File: config.mk
export PLATFORM = sky130hd
export DESIGN_NAME = drpg_strobe
export DESIGN_NICKNAME = d
export VERILOG_FILES = /design/src/hw/drpg_pkg.sv /design/src/hw/drpg_strobe.sv /design/src/hw/drpg_tick_div.sv
export VERILOG_INCLUDE_DIRS = /design/src /design/src/hw
export SDC_FILE = /design/constraint.sdc
export NUM_CORES = 1
export LEC_CHECK = 0
export ABC_AREA = 1
export BUFFER_PORTS_ARGS = -buffer_cell sky130_fd_sc_hd__buf_4
export CORE_ASPECT_RATIO = 1.1
export CORE_MARGIN = 4
export CORE_UTILIZATION = 38
export DETAILED_ROUTE_END_ITERATION = 8
export GPL_ROUTABILITY_DRIVEN = 0
export PLACE_DENSITY = 0.65
export SLEW_MARGIN = 15
export SYNTH_ARGS = -nofsm -noshare
export SYNTH_HDL_FRONTEND = slang
export SYNTH_HIERARCHICAL = 1
export SYNTH_SLANG_ARGS = --single-unit
File: constraint.sdc
create_clock -name core_clk -period 4.1 [get_ports core_clk]
set_input_delay 0.615 -clock core_clk [delete_from_list [all_inputs] [get_ports core_clk]]
set_output_delay 0.615 -clock core_clk [all_outputs]
set_load 0.05 [all_outputs]
File: src/hw/drpg_map.svh
`ifndef DRPG_MAP_SVH
`define DRPG_MAP_SVH

// Prescale codes.
`define DRPG_PRE_DIV1 2'b00
`define DRPG_PRE_DIV2 2'b01
`define DRPG_PRE_DIV4 2'b10
`define DRPG_PRE_DIV8 2'b11
`define DRPG_PRE_RESET 2'b00
// Analog clock periods per digital sample clock period.
`define DRPG_ANALOG_PER_SAMPLE 4
// Reset values of the configuration bits.
`define DRPG_IDLE_DRIVE_RESET 1'b0
`define DRPG_EXT_REF_RESET 1'b0
// Default oversampling ratio and its legal range.
`define DRPG_RATIO_DEFAULT 256
`define DRPG_RATIO_MIN 32
`define DRPG_RATIO_MAX 4096

`endif

File: src/hw/drpg_pkg.sv
package drpg_pkg;
  typedef enum logic [1:0] {
    DRPG_DIV1,
    DRPG_DIV2,
    DRPG_DIV4,
    DRPG_DIV8
  } drpg_prescale_t;

  typedef enum logic {
    DRPG_IDLE,
    DRPG_PULSE
  } drpg_state_t;
endpackage : drpg_pkg

File: src/hw/drpg_strobe.sv
`timescale 1ns/10ps
`include "drpg_map.svh"
// Function
// - Idle drive bit 1 holds strobe high; 0 (reset) leaves it floating.
// - One low pulse per completed conversion.
// - Pulse made from master clock with fixed, repeatable width.
// - Low time is half a digital sample clock period.
// - Pulses repeat once per output rate period.
// - Strobe never waits for a host read; it always self-clears.
// - Serial port activity has no effect on strobe timing.
// - Reference select 1 disables internal reference, uses external one.
// - Reference select 0 enables internal reference onto reference pin.
// - Prescale codes 00..11 divide master clock by 1, 2, 4, 8.
// - Digital sample clock is the analog clock divided by four.
// - Output rate clock is sample clock divided by oversampling ratio.
module drpg_strobe
  import drpg_pkg::*;
#(
  parameter int RATIO_MAX = `DRPG_RATIO_MAX
) (
  input wire logic core_clk,
  input wire logic rst_n,
  input wire logic [1:0] prescale_sel,
  input wire logic [$clog2(RATIO_MAX+1)-1:0] oversampling_ratio,
  input wire logic idle_drive_select,
  input wire logic external_reference_select,
  output logic conversion_done_strobe_n_o,
  output logic conversion_done_strobe_n_oe,
  output logic internal_reference_enable,
  output logic reference_pos_pin_switch,
  output logic output_rate_clock,
  output logic digital_sample_clock
);
  localparam int CW = $clog2(RATIO_MAX + 1);

  // A limit below the smallest legal ratio, or one too large for the counters, cannot be served.
  if (RATIO_MAX < `DRPG_RATIO_MIN || RATIO_MAX > 65536) begin : g_ratio_max_check
    $error("RATIO_MAX out of range");
  end

  logic tick, half_tick;
  logic [CW-1:0] cnt_q, cnt_d;
  drpg_state_t state_q, state_d;
  logic strobe_q, strobe_d, oe_q, oe_d, iref_q, iref_d, sw_q, sw_d;
  logic rate_q, rate_d, dclk_q, dclk_d;

  // The serial port is not an input here, so it cannot disturb timing.
  drpg_tick_div u_div (
    .core_clk(core_clk),
    .rst_n(rst_n),
    .prescale_sel(prescale_sel),
    .tick(tick),
    .half_tick(half_tick)
  );

  always_comb begin
    cnt_d = cnt_q;
    state_d = state_q;
    rate_d = 1'b0;
    dclk_d = dclk_q;
    if (tick) begin
      dclk_d = 1'b1;
      // A ratio below two would wrap every period; the count treats it as 1.
      if (cnt_q + CW'(1) >= oversampling_ratio) begin
        cnt_d = '0;
        state_d = DRPG_PULSE;
        rate_d = 1'b1;
      end else begin
        cnt_d = cnt_q + CW'(1);
      end
    end
    if (half_tick) begin
      dclk_d = 1'b0;
      state_d = DRPG_IDLE;
    end
    strobe_d = (state_d == DRPG_IDLE);
    oe_d = (state_d == DRPG_PULSE) || idle_drive_select;
    iref_d = !external_reference_select;
    sw_d = !external_reference_select;
  end

  always_ff @(posedge core_clk or negedge rst_n) begin
    if (!rst_n) begin
      cnt_q <= '0;
      state_q <= DRPG_IDLE;
      strobe_q <= 1'b1;
      oe_q <= `DRPG_IDLE_DRIVE_RESET;
      iref_q <= !`DRPG_EXT_REF_RESET;
      sw_q <= !`DRPG_EXT_REF_RESET;
      rate_q <= 1'b0;
      dclk_q <= 1'b0;
    end else begin
      cnt_q <= cnt_d;
      state_q <= state_d;
      strobe_q <= strobe_d;
      oe_q <= oe_d;
      iref_q <= iref_d;
      sw_q <= sw_d;
      rate_q <= rate_d;
      dclk_q <= dclk_d;
    end
  end

  assign conversion_done_strobe_n_o = strobe_q;
  assign conversion_done_strobe_n_oe = oe_q;
  assign internal_reference_enable = iref_q;
  assign reference_pos_pin_switch = sw_q;
  assign output_rate_clock = rate_q;
  assign digital_sample_clock = dclk_q;

  // Core clock cycles in one digital sample clock period for a prescale code.
  function automatic int sample_period(input logic [1:0] sel);
    return `DRPG_ANALOG_PER_SAMPLE << sel;
  endfunction : sample_period

  // Ratios below two wrap the count on every sample period.
  function automatic int ratio_eff(input logic [CW-1:0] ratio);
    return (ratio < CW'(2)) ? 1 : int'(ratio);
  endfunction : ratio_eff

  // Helper state for the checks below. It measures how long the strobe stays low and how far apart
  // the rate ticks are, and notes any change of the timing inputs, since an interval in which the
  // prescale or the ratio moved has no fixed length.
  localparam int GW = CW + 5;

  logic [4:0] low_len_q, low_len_d;
  logic [GW-1:0] gap_q, gap_d;
  logic gap_valid_q, gap_valid_d;
  logic cfg_moved_q, cfg_moved_d;
  logic cfg_changed;
  logic [1:0] pre_prev_q, pre_prev_d;
  logic [CW-1:0] ratio_prev_q, ratio_prev_d;

  always_comb begin
    cfg_changed = (prescale_sel != pre_prev_q) || (oversampling_ratio != ratio_prev_q);
    pre_prev_d = prescale_sel;
    ratio_prev_d = oversampling_ratio;
    low_len_d = conversion_done_strobe_n_o ? 5'h00 : low_len_q + 5'h01;
    gap_d = output_rate_clock ? GW'(1) : gap_q + GW'(1);
    gap_valid_d = gap_valid_q || output_rate_clock;
    cfg_moved_d = (output_rate_clock ? 1'b0 : cfg_moved_q) || cfg_changed;
  end

  always_ff @(posedge core_clk or negedge rst_n) begin
    if (!rst_n) begin
      low_len_q <= 5'h00;
      gap_q <= '0;
      gap_valid_q <= 1'b0;
      cfg_moved_q <= 1'b0;
      pre_prev_q <= `DRPG_PRE_RESET;
      ratio_prev_q <= '0;
    end else begin
      low_len_q <= low_len_d;
      gap_q <= gap_d;
      gap_valid_q <= gap_valid_d;
      cfg_moved_q <= cfg_moved_d;
      pre_prev_q <= pre_prev_d;
      ratio_prev_q <= ratio_prev_d;
    end
  end
endmodule : drpg_strobe

File: src/hw/drpg_tick_div.sv
`timescale 1ns/10ps
`include "drpg_map.svh"

// Makes one tick per master-clock cycle divided by the prescale and by four:
// tick marks the start of a digital sample clock period, half_tick its middle.
module drpg_tick_div
  import drpg_pkg::*;
(
  input wire logic core_clk,
  input wire logic rst_n,
  input wire logic [1:0] prescale_sel,
  output logic tick,
  output logic half_tick
);
  // Largest count is 4 x 8 - 1.
  logic [4:0] cnt_q, cnt_d;
  logic [4:0] last;
  logic tick_q, tick_d, half_q, half_d;

  function automatic logic [4:0] period_last(input logic [1:0] sel);
    unique case (sel)
      `DRPG_PRE_DIV1: period_last = 5'h03;
      `DRPG_PRE_DIV2: period_last = 5'h07;
      `DRPG_PRE_DIV4: period_last = 5'h0F;
      `DRPG_PRE_DIV8: period_last = 5'h1F;
    endcase
  endfunction : period_last

  always_comb begin
    last = period_last(prescale_sel);
    cnt_d = (cnt_q >= last) ? 5'h00 : cnt_q + 5'h01;
    tick_d = (cnt_q >= last);
    half_d = (cnt_q == (last >> 1));
  end

  always_ff @(posedge core_clk or negedge rst_n) begin
    if (!rst_n) begin
      cnt_q <= 5'h00;
      tick_q <= 1'b0;
      half_q <= 1'b0;
    end else begin
      cnt_q <= cnt_d;
      tick_q <= tick_d;
      half_q <= half_d;
    end
  end

  assign tick = tick_q;
  assign half_tick = half_q;
endmodule : drpg_tick_div

Word level (Yosys, flattened, before mapping)

Index checks and enable logic that the tools add are counted.

Output and inout bits: 6
Input port bits: 19
Register bits after elaboration: 26
Logic and storage cells: 33

Bitwise logic cells: 1
Reductions and logical operators: 4
Multiplexer cells: 10
Add/subtract/negate cells: 2
Equality and inequality tests: 4
$lt $le $gt $ge: 2

Operators with widths:

| operator                | count |
|---|---|
| $pmux W5 S4             | 1 |
| $add A13 B1 Y13 const B | 1 |
| $ge A13 B13 Y1          | 1 |
| $mux W13                | 1 |
| $mux W1                 | 7 |
| $add A5 B1 Y5 const B   | 1 |
| $eq A5 B4 Y1            | 1 |
| $ge A5 B5 Y1            | 1 |
| $mux W5                 | 1 |
| $eq A2 B2 Y1 const B    | 2 |
| $eq A2 B1 Y1 const B    | 1 |
| $logic_not A2 Y1        | 1 |
| $reduce_bool A2 Y1      | 1 |
| $logic_not A1 Y1        | 1 |
| $logic_or A1 B1 Y1      | 1 |
| $not A1 Y1              | 1 |

Longest topological paths before layout

Gate-level depths: netlist of the first run.

Word-level depth: 6
Depth in mapped cells: 17
Depth with buffers taken out: 17

By module

The synthesis of the first run kept the hierarchy.

By module, submodules not included:

| module        | cells each | seq. area each (um^2) | area each (um^2) | instances |
|---|---|---|---|---|
| drpg_strobe   | 178        | 478.0                 | 1358.8           | 1 |
| drpg_tick_div | 55         | 175.2                 | 415.4            | 1 |

Least setup slack after synthesis of the first run

No wires, ideal clock.

Path kind: register to register
From: register cnt_q[0] (netlist name)
To: register cnt_q[12] (netlist name)
Arrival: 2.116 ns
Buffers on the path: 1
Required time: 3.970 ns
Setup time: 0.130 ns
Cell stages (with the launch flop): 17
Slack: 1.854 ns
Period minus slack after synthesis: 2.246 ns
Cells stage by stage: dfrtp_1 > ha_1 > nand2_1 > nor2_2 > nand3_1 > xor2_1 > ha_1 > nand2_1 > nor2_2 > nand2_1 > nor2_1 > nor2_2 > nand3_2 > nor2_4 > buf_6 > nand2_1 > o21ai_1

==> results of run 1 <==
-- power breakdown --
part           switching, W  internal, W
logic              0.000321     0.000200
registers         0.0000982     0.000351
clock network     0.0000831     0.000131
-- Yosys cell counts (all sizes together) --
cell     n
a21oi    3
buf      2
clkbuf   1
dfrtp   24
dfstp    2
ha      18
inv     51
nand2   69
nand3    9
nand3b   1
nand4    3
nor2    25
nor3     1
o21ai   11
o21bai   1
xnor2    2
xor2    10
-- per-stage QoR --
stage | setup slack, ps | hold WS, ps | std cells | cell area [um^2]
2_1_floorplan | 1850 | 319 | 233 | 1770
3_3_place_gp | 1560 | 413 | 308 | 2000
3_5_place_dp | 1550 | 410 | 308 | 2000
4_1_cts | 1510 | 244 | 312 | 2070
5_1_grt | 1220 | 249 | 312 | 2070
6_report | 1550 | 236 | 312 | 2070
-- final timing paths --
check | startpoint | end | slack (ps) | cells after the start
worst max-delay path | cnt_q[0] | cnt_q[12] | 1550 | 16
worst min-delay path | rst_n | cnt_q[11] | 240 | 1
worst max register to register | cnt_q[0] | cnt_q[12] | 1550 | 16
worst min register to register | u_div/half_tick | digital_sample_clock | 420 | 1
max in group asynchronous | rst_n | conversion_done_strobe_n_o | 3570 | 1
min in group core_clk | u_div/half_tick | digital_sample_clock | 420 | 1
-- final cells by class --
class,count,share of cell area (%)
Tap cell,54,3.26
Multi-Input combinational cell,153,43.8
Clock buffer,3,1.99
Sequential cell,26,31.5
Timing Repair Buffer,24,8.70
Clock inverter,1,1.45
Inverter,51,9.24
-- per-layer routing --
layer,track usage (%),share of wire [%],up-vias
met5,0,0,-
met4,3.51,1.1,0
met3,2.64,5.1,5
met2,20.9,48,24
met1,17.2,46,621
li1,-,-,749
-- cell families (layout without fill, tap and decap cells) --
logic type      count (synthesis)  after routing  synth area share [%]
flops                          26             26                  36.8
simple gates                  108            108                  27.7
xor+xnor                       12             12                  6.35
buf+inv                        54             79                  12.1
compound gates                 15             15                  4.37
fa+ha+maj                      18             18                  12.7
==> results_dict.tcl, run 1 <==
set metrics [dict create \
    cts_buffers 3 \
    layout-drive-gt1-share_pct 18.2 \
    ioPinCount 25 \
    fin_tns_setup_ps 0 \
    viasPerCell 4.48 \
    dieArea_um2 5830 \
    top_regs "cnt_q (13), u_div/cnt_q (5)" \
    synth.distinct_cells 26 \
    postCtsHoldBufs 0 \
    wl_per_cell_um 10.3 \
    largest_register_ffs 13 \
    n_antenna_cell 0 \
    num_rows 25 \
    yosysTopAreaCell "dfrtp_1" \
    wirelength_mm 3.22 \
    syn_avg_cell_area_um2 7.61 \
    fp.dieW_um 73.2 \
    root_buffer "clkbuf_8" \
    cp-start-kind "flop" \
    cellLeakagePower_nw 1.20 \
    seq_area_frac_synth_pct 36.8 \
    max_stage_delay_ps 410 \
    syn_inst 233 \
    yosysTopAreaCellShare_pct 33.9 \
    finalCritPeriodShare_pct 62.2 \
    critPathSlowestCell "dfrtp_1" \
    grt_pass1_vias 1363 \
    place_hpwl_mm 2.59 \
    crit_type "reg -> reg" \
    synth_nets 270 \
    critPathArrivalTime_ps 2750 \
    mostFrequentLayoutCell "nand2_1" \
    status "complete, no violations" \
    tightest_slew_ps 425 \
    path_clk_slew_ps 90 \
    synth-seq-cells 26 \
    synth_top_cells_by_area "dfrtp_1, nand2_1, ha_1" \
    maxCapViolCount 0 \
    slew_headroom_pct 71.7 \
    drcViolationCount 0 \
    core_region_area_um2 4410 \
    totalPowerFinal_w 0.00118 \
    fillers 436 \
    irDropWorstVdd_v 0.000240 \
    cts_tree "done" \
    finalCoreUtilization_pct 47.0 \
    htreeDepth 1 \
    antenna_found_initial 0 \
    multi_input_area_um2 907 \
    nNetsFinal 296 \
    initial_core_util_pct 40.2 \
    fin_crit_ps 2550 \
    vias 1399 \
    drtAntennaViolNets 0 \
    hold_viol 0 \
    worst-path-max-fanout 13 \
    top_register "cnt_q" \
    yosysWarnings 6 \
    path_cells "ha_1 -> nand2_1 -> nor2_2 -> nand3_1 -> xor2_1 -> inv_2 -> ha_1 -> nand2_1 -> inv_1 -> o21bai_1 -> nand2_1 -> nand2_1 -> nand3_2 -> nor2_4 -> nand2_1 -> o21ai_1" \
    critPathTopFamily "simple AND/OR/NAND/NOR gates" \
    regArea_um2 653 \
    cts.sinks 26 \
    cts_resized 0 \
    end_kind "flop" \
    final_cell_mix "nand2_1, inv_1, dfrtp_1, buf_4, nor2_1" \
    overflow 0 \
    drt_iter0_markers 64 \
    fmax_mhz 392 \
    p_per_area_nw_per_um2 572 \
    grt_max_degree 27 \
    grt_pass1_wl_mm 6.02 \
    cp_common_cell "nand2_1" \
    syn_area_um2 1770 \
    rsz0062_at_grt "false" \
    required_ps 4300 \
    hp-class "in -> async" \
    io_buffers 24 \
    clock_latency_ps 270 \
    cts_buffer_depth 2 \
    synthToLayoutAreaGrowth_pct 16.7 \
    maxSlewViolCount 0 \
    grt.total_usage_pct 12.9 \
    fp.dieH_um 79.7 \
    fin_skew_ps 2.96 \
    cp.buffers_inverters 2 \
    dr.pass1.iters 4 \
    cts_setup_buffers 0 \
    setup_viol 0 \
]
Note: power is estimated with default switching activity, not from simulation.
==> run 2, diff against run 1 <==
Settings changed: ABC_AREA 1 to 0, PLACE_DENSITY 0.65 to 0.67.
Clock period 4.1 ns to 2.3 ns, I/O delays scaled along.
==> run 2 against run 1 <==
  * The flow now finishes with violations (negative setup slack)
  * Via count grew 7.1%
  * Global-route usage rose by 1.9 points
  * Synthesized cell count fell by 20%
  * Highest routed layer unchanged
==> results_dict.tcl, run 2 <==
set metrics [dict create \
    synth_nets 224 \
    cts_buffer_depth 2 \
    n_antenna_cell 0 \
    synth_top_cells_by_area "dfrtp_1, ha_1, inv_1" \
    slew_headroom_pct 65.2 \
    setup_viol 17 \
    root_buffer "clkbuf_8" \
    finalCoreUtilization_pct 54.9 \
    p_per_area_nw_per_um2 1090 \
    dpl_cell_area_um2 2110 \
    cts_buffers 3 \
    totalPowerFinal_w 0.00257 \
    synthToLayoutAreaGrowth_pct 40.9 \
    final_cell_mix "buf_4, inv_1, dfrtp_1" \
    top_regs "cnt_q (13), u_div/cnt_q (5)" \
    core_region_area_um2 4290 \
    maxCapViolCount 0 \
    status "finished with violations" \
    maxSlewViolCount 0 \
    cts.sinks 26 \
    wirelength_mm 3.96 \
    cts_tree "done" \
    io_buffers 24 \
    synthFlopType "dfrtp_1" \
    yosysTopAreaCellShare_pct 36.0 \
    grt.total_usage_pct 14.8 \
    synth_common_cells "inv_1, dfrtp_1, ha_1, nand3_1, nand2_1" \
    grt_pass1_vias 1488 \
    irDropWorstVdd_v 0.000485 \
    synth_most_common_cell "inv_1" \
    overflow 0 \
    drtAntennaViolNets 0 \
    fin_skew_ps 2.20 \
    antenna_found_initial 0 \
    required_ps 2470 \
    end_kind "flop" \
    hold_viol 0 \
    syn_avg_cell_area_um2 8.93 \
    nNetsFinal 282 \
    seq_area_frac_synth_pct 39.1 \
    synth-seq-cells 26 \
    grt_max_degree 27 \
    finalCritPeriodShare_pct 119 \
    top_register "cnt_q" \
    hp-class "in -> reg" \
    fin_crit_ps 2740 \
    critPathArrivalTime_ps 2910 \
    place_hpwl_mm 2.80 \
    fp.dieW_um 71.2 \
    yosysTopAreaCell "dfrtp_1" \
    design_area_um2 2350 \
    htreeDepth 1 \
    setup_slack_ps -439 \
    dr.pass1.iters 4 \
    vias 1499 \
    cellLeakagePower_nw 1.16 \
    ioPinCount 25 \
    rsz0062_at_grt "true" \
    worst-path-max-fanout 7 \
    ys_async_sr_fraction_pct 100 \
    fmax_mhz 365 \
    clock_latency_ps 280 \
    yosysWarnings 6 \
    crit_type "reg -> reg" \
    cp-start-kind "flop" \
    synth_edf_count 0 \
    syn_area_um2 1670 \
    fp.dieH_um 77.5 \
    hold_ws_ps 164 \
    largest_register_ffs 13 \
    grt_pass1_wl_mm 6.63 \
    layout-drive-gt1-share_pct 35.7 \
    violations "negative setup slack" \
    path_clk_slew_ps 90 \
    initial_core_util_pct 39.0 \
    syn_inst 187 \
    drt_iter0_markers 93 \
    viasPerCell 5.03 \
    synth.distinct_cells 39 \
    dieArea_um2 5520 \
    drcViolationCount 0 \
    mostFrequentLayoutCell "buf_4" \
    wl_per_cell_um 13.3 \
    tightest_slew_ps 521 \
    num_rows 25 \
]
[run 2: cell count changes in the layout (fill, tap and decap cells not counted), sizes merged, moves of 3 or more]
cell   change
nand2     -56
a21oi      +3
xor2       -5
nor4       +4
buf       +33
xnor2      +5
inv       -22
nor2      -15
o22ai      +3
nand3      +9
o21a       +3
[run 2: critical path, stage by stage, from the launching register on]
cell,delay (ps)
dfrtp_1,440
ha_4,180
and4_4,250
nand4_1,150
xnor2_2,180
ha_1,290
nand4_1,130
a2111o_1,400
o221a_4,340
a32o_1,270
[run 2: final cells by class]
class / count / area (um^2)
Multi-Input combinational cell: 127 / 1010
Tap cell: 54 / 67.6
Clock inverter: 1 / 30.0
Timing Repair Buffer: 58 / 438
Inverter: 29 / 109
Sequential cell: 26 / 654
Clock buffer: 3 / 41.3
Fill cell: 387 / 1930
[run 2: what timing repair did]
item | 4_1_cts | 5_1_grt
setup buffers | 4 | 3
endpoints found under the setup margin | 17 | 17
hold buffers | 1 | 0
gates resized for setup | 12 | 18
pin swaps | 2 | 6
hold endpoints to repair | 24 | 0
cloned | 1 | 0
[run 2: kinds of logic after synthesis]
| kind of cell | Yosys count | synth area share, % |
|---|---|---|
| AO/OA/AOI/OAI | 34 | 13.6 |
| XOR/XNOR | 12 | 6.29 |
| adder cells (fa/ha/maj) | 18 | 13.5 |
| buffers and inverters | 35 | 8.69 |
| flip-flops | 26 | 39.1 |
| multiplexers | 1 | 0.599 |
| AND/OR/NAND/NOR | 61 | 18.3 |
[run 2: worst paths after layout]
path | depth (start not counted) | slack (ps) | from | endpoint
max in group asynchronous | 2 | 1500 | rst_n | conversion_done_strobe_n_o
max | 9 | -440 | cnt_q[1] | cnt_q[5]
max reg2reg | 9 | -440 | cnt_q[1] | cnt_q[5]
min reg2reg | 1 | 470 | u_div/half_tick | digital_sample_clock
min in group asynchronous | 2 | 500 | rst_n | cnt_q[3]
min | 2 | 160 | external_reference_select | reference_pos_pin_switch
[run 2: layer usage]
layer	GRT usage, %	vias to the layer above	share of wire, %
met2	24.0	34	50
met3	1.42	5	3.4
met5	0	-	0
met4	7.14	0	1.6
met1	19.6	696	45
li1	-	764	-
[run 2: report_power, final]
group	switching, W	internal (W)	total (W)
combinational	0.000733	0.000657	0.00139
clock	0.000153	0.000233	0.000387
sequential	0.000165	0.000630	0.000795
[run 2: per-stage QoR]
stage	instances	setup TNS (ps)	setup slack, ps
final	298	-6290	-439
after global routing	298	-8010	-539
after CTS	296	-5170	-360
after detailed placement	287	-6130	-434
after global placement	287	-4870	-357
after floorplan	187	-3180	-292
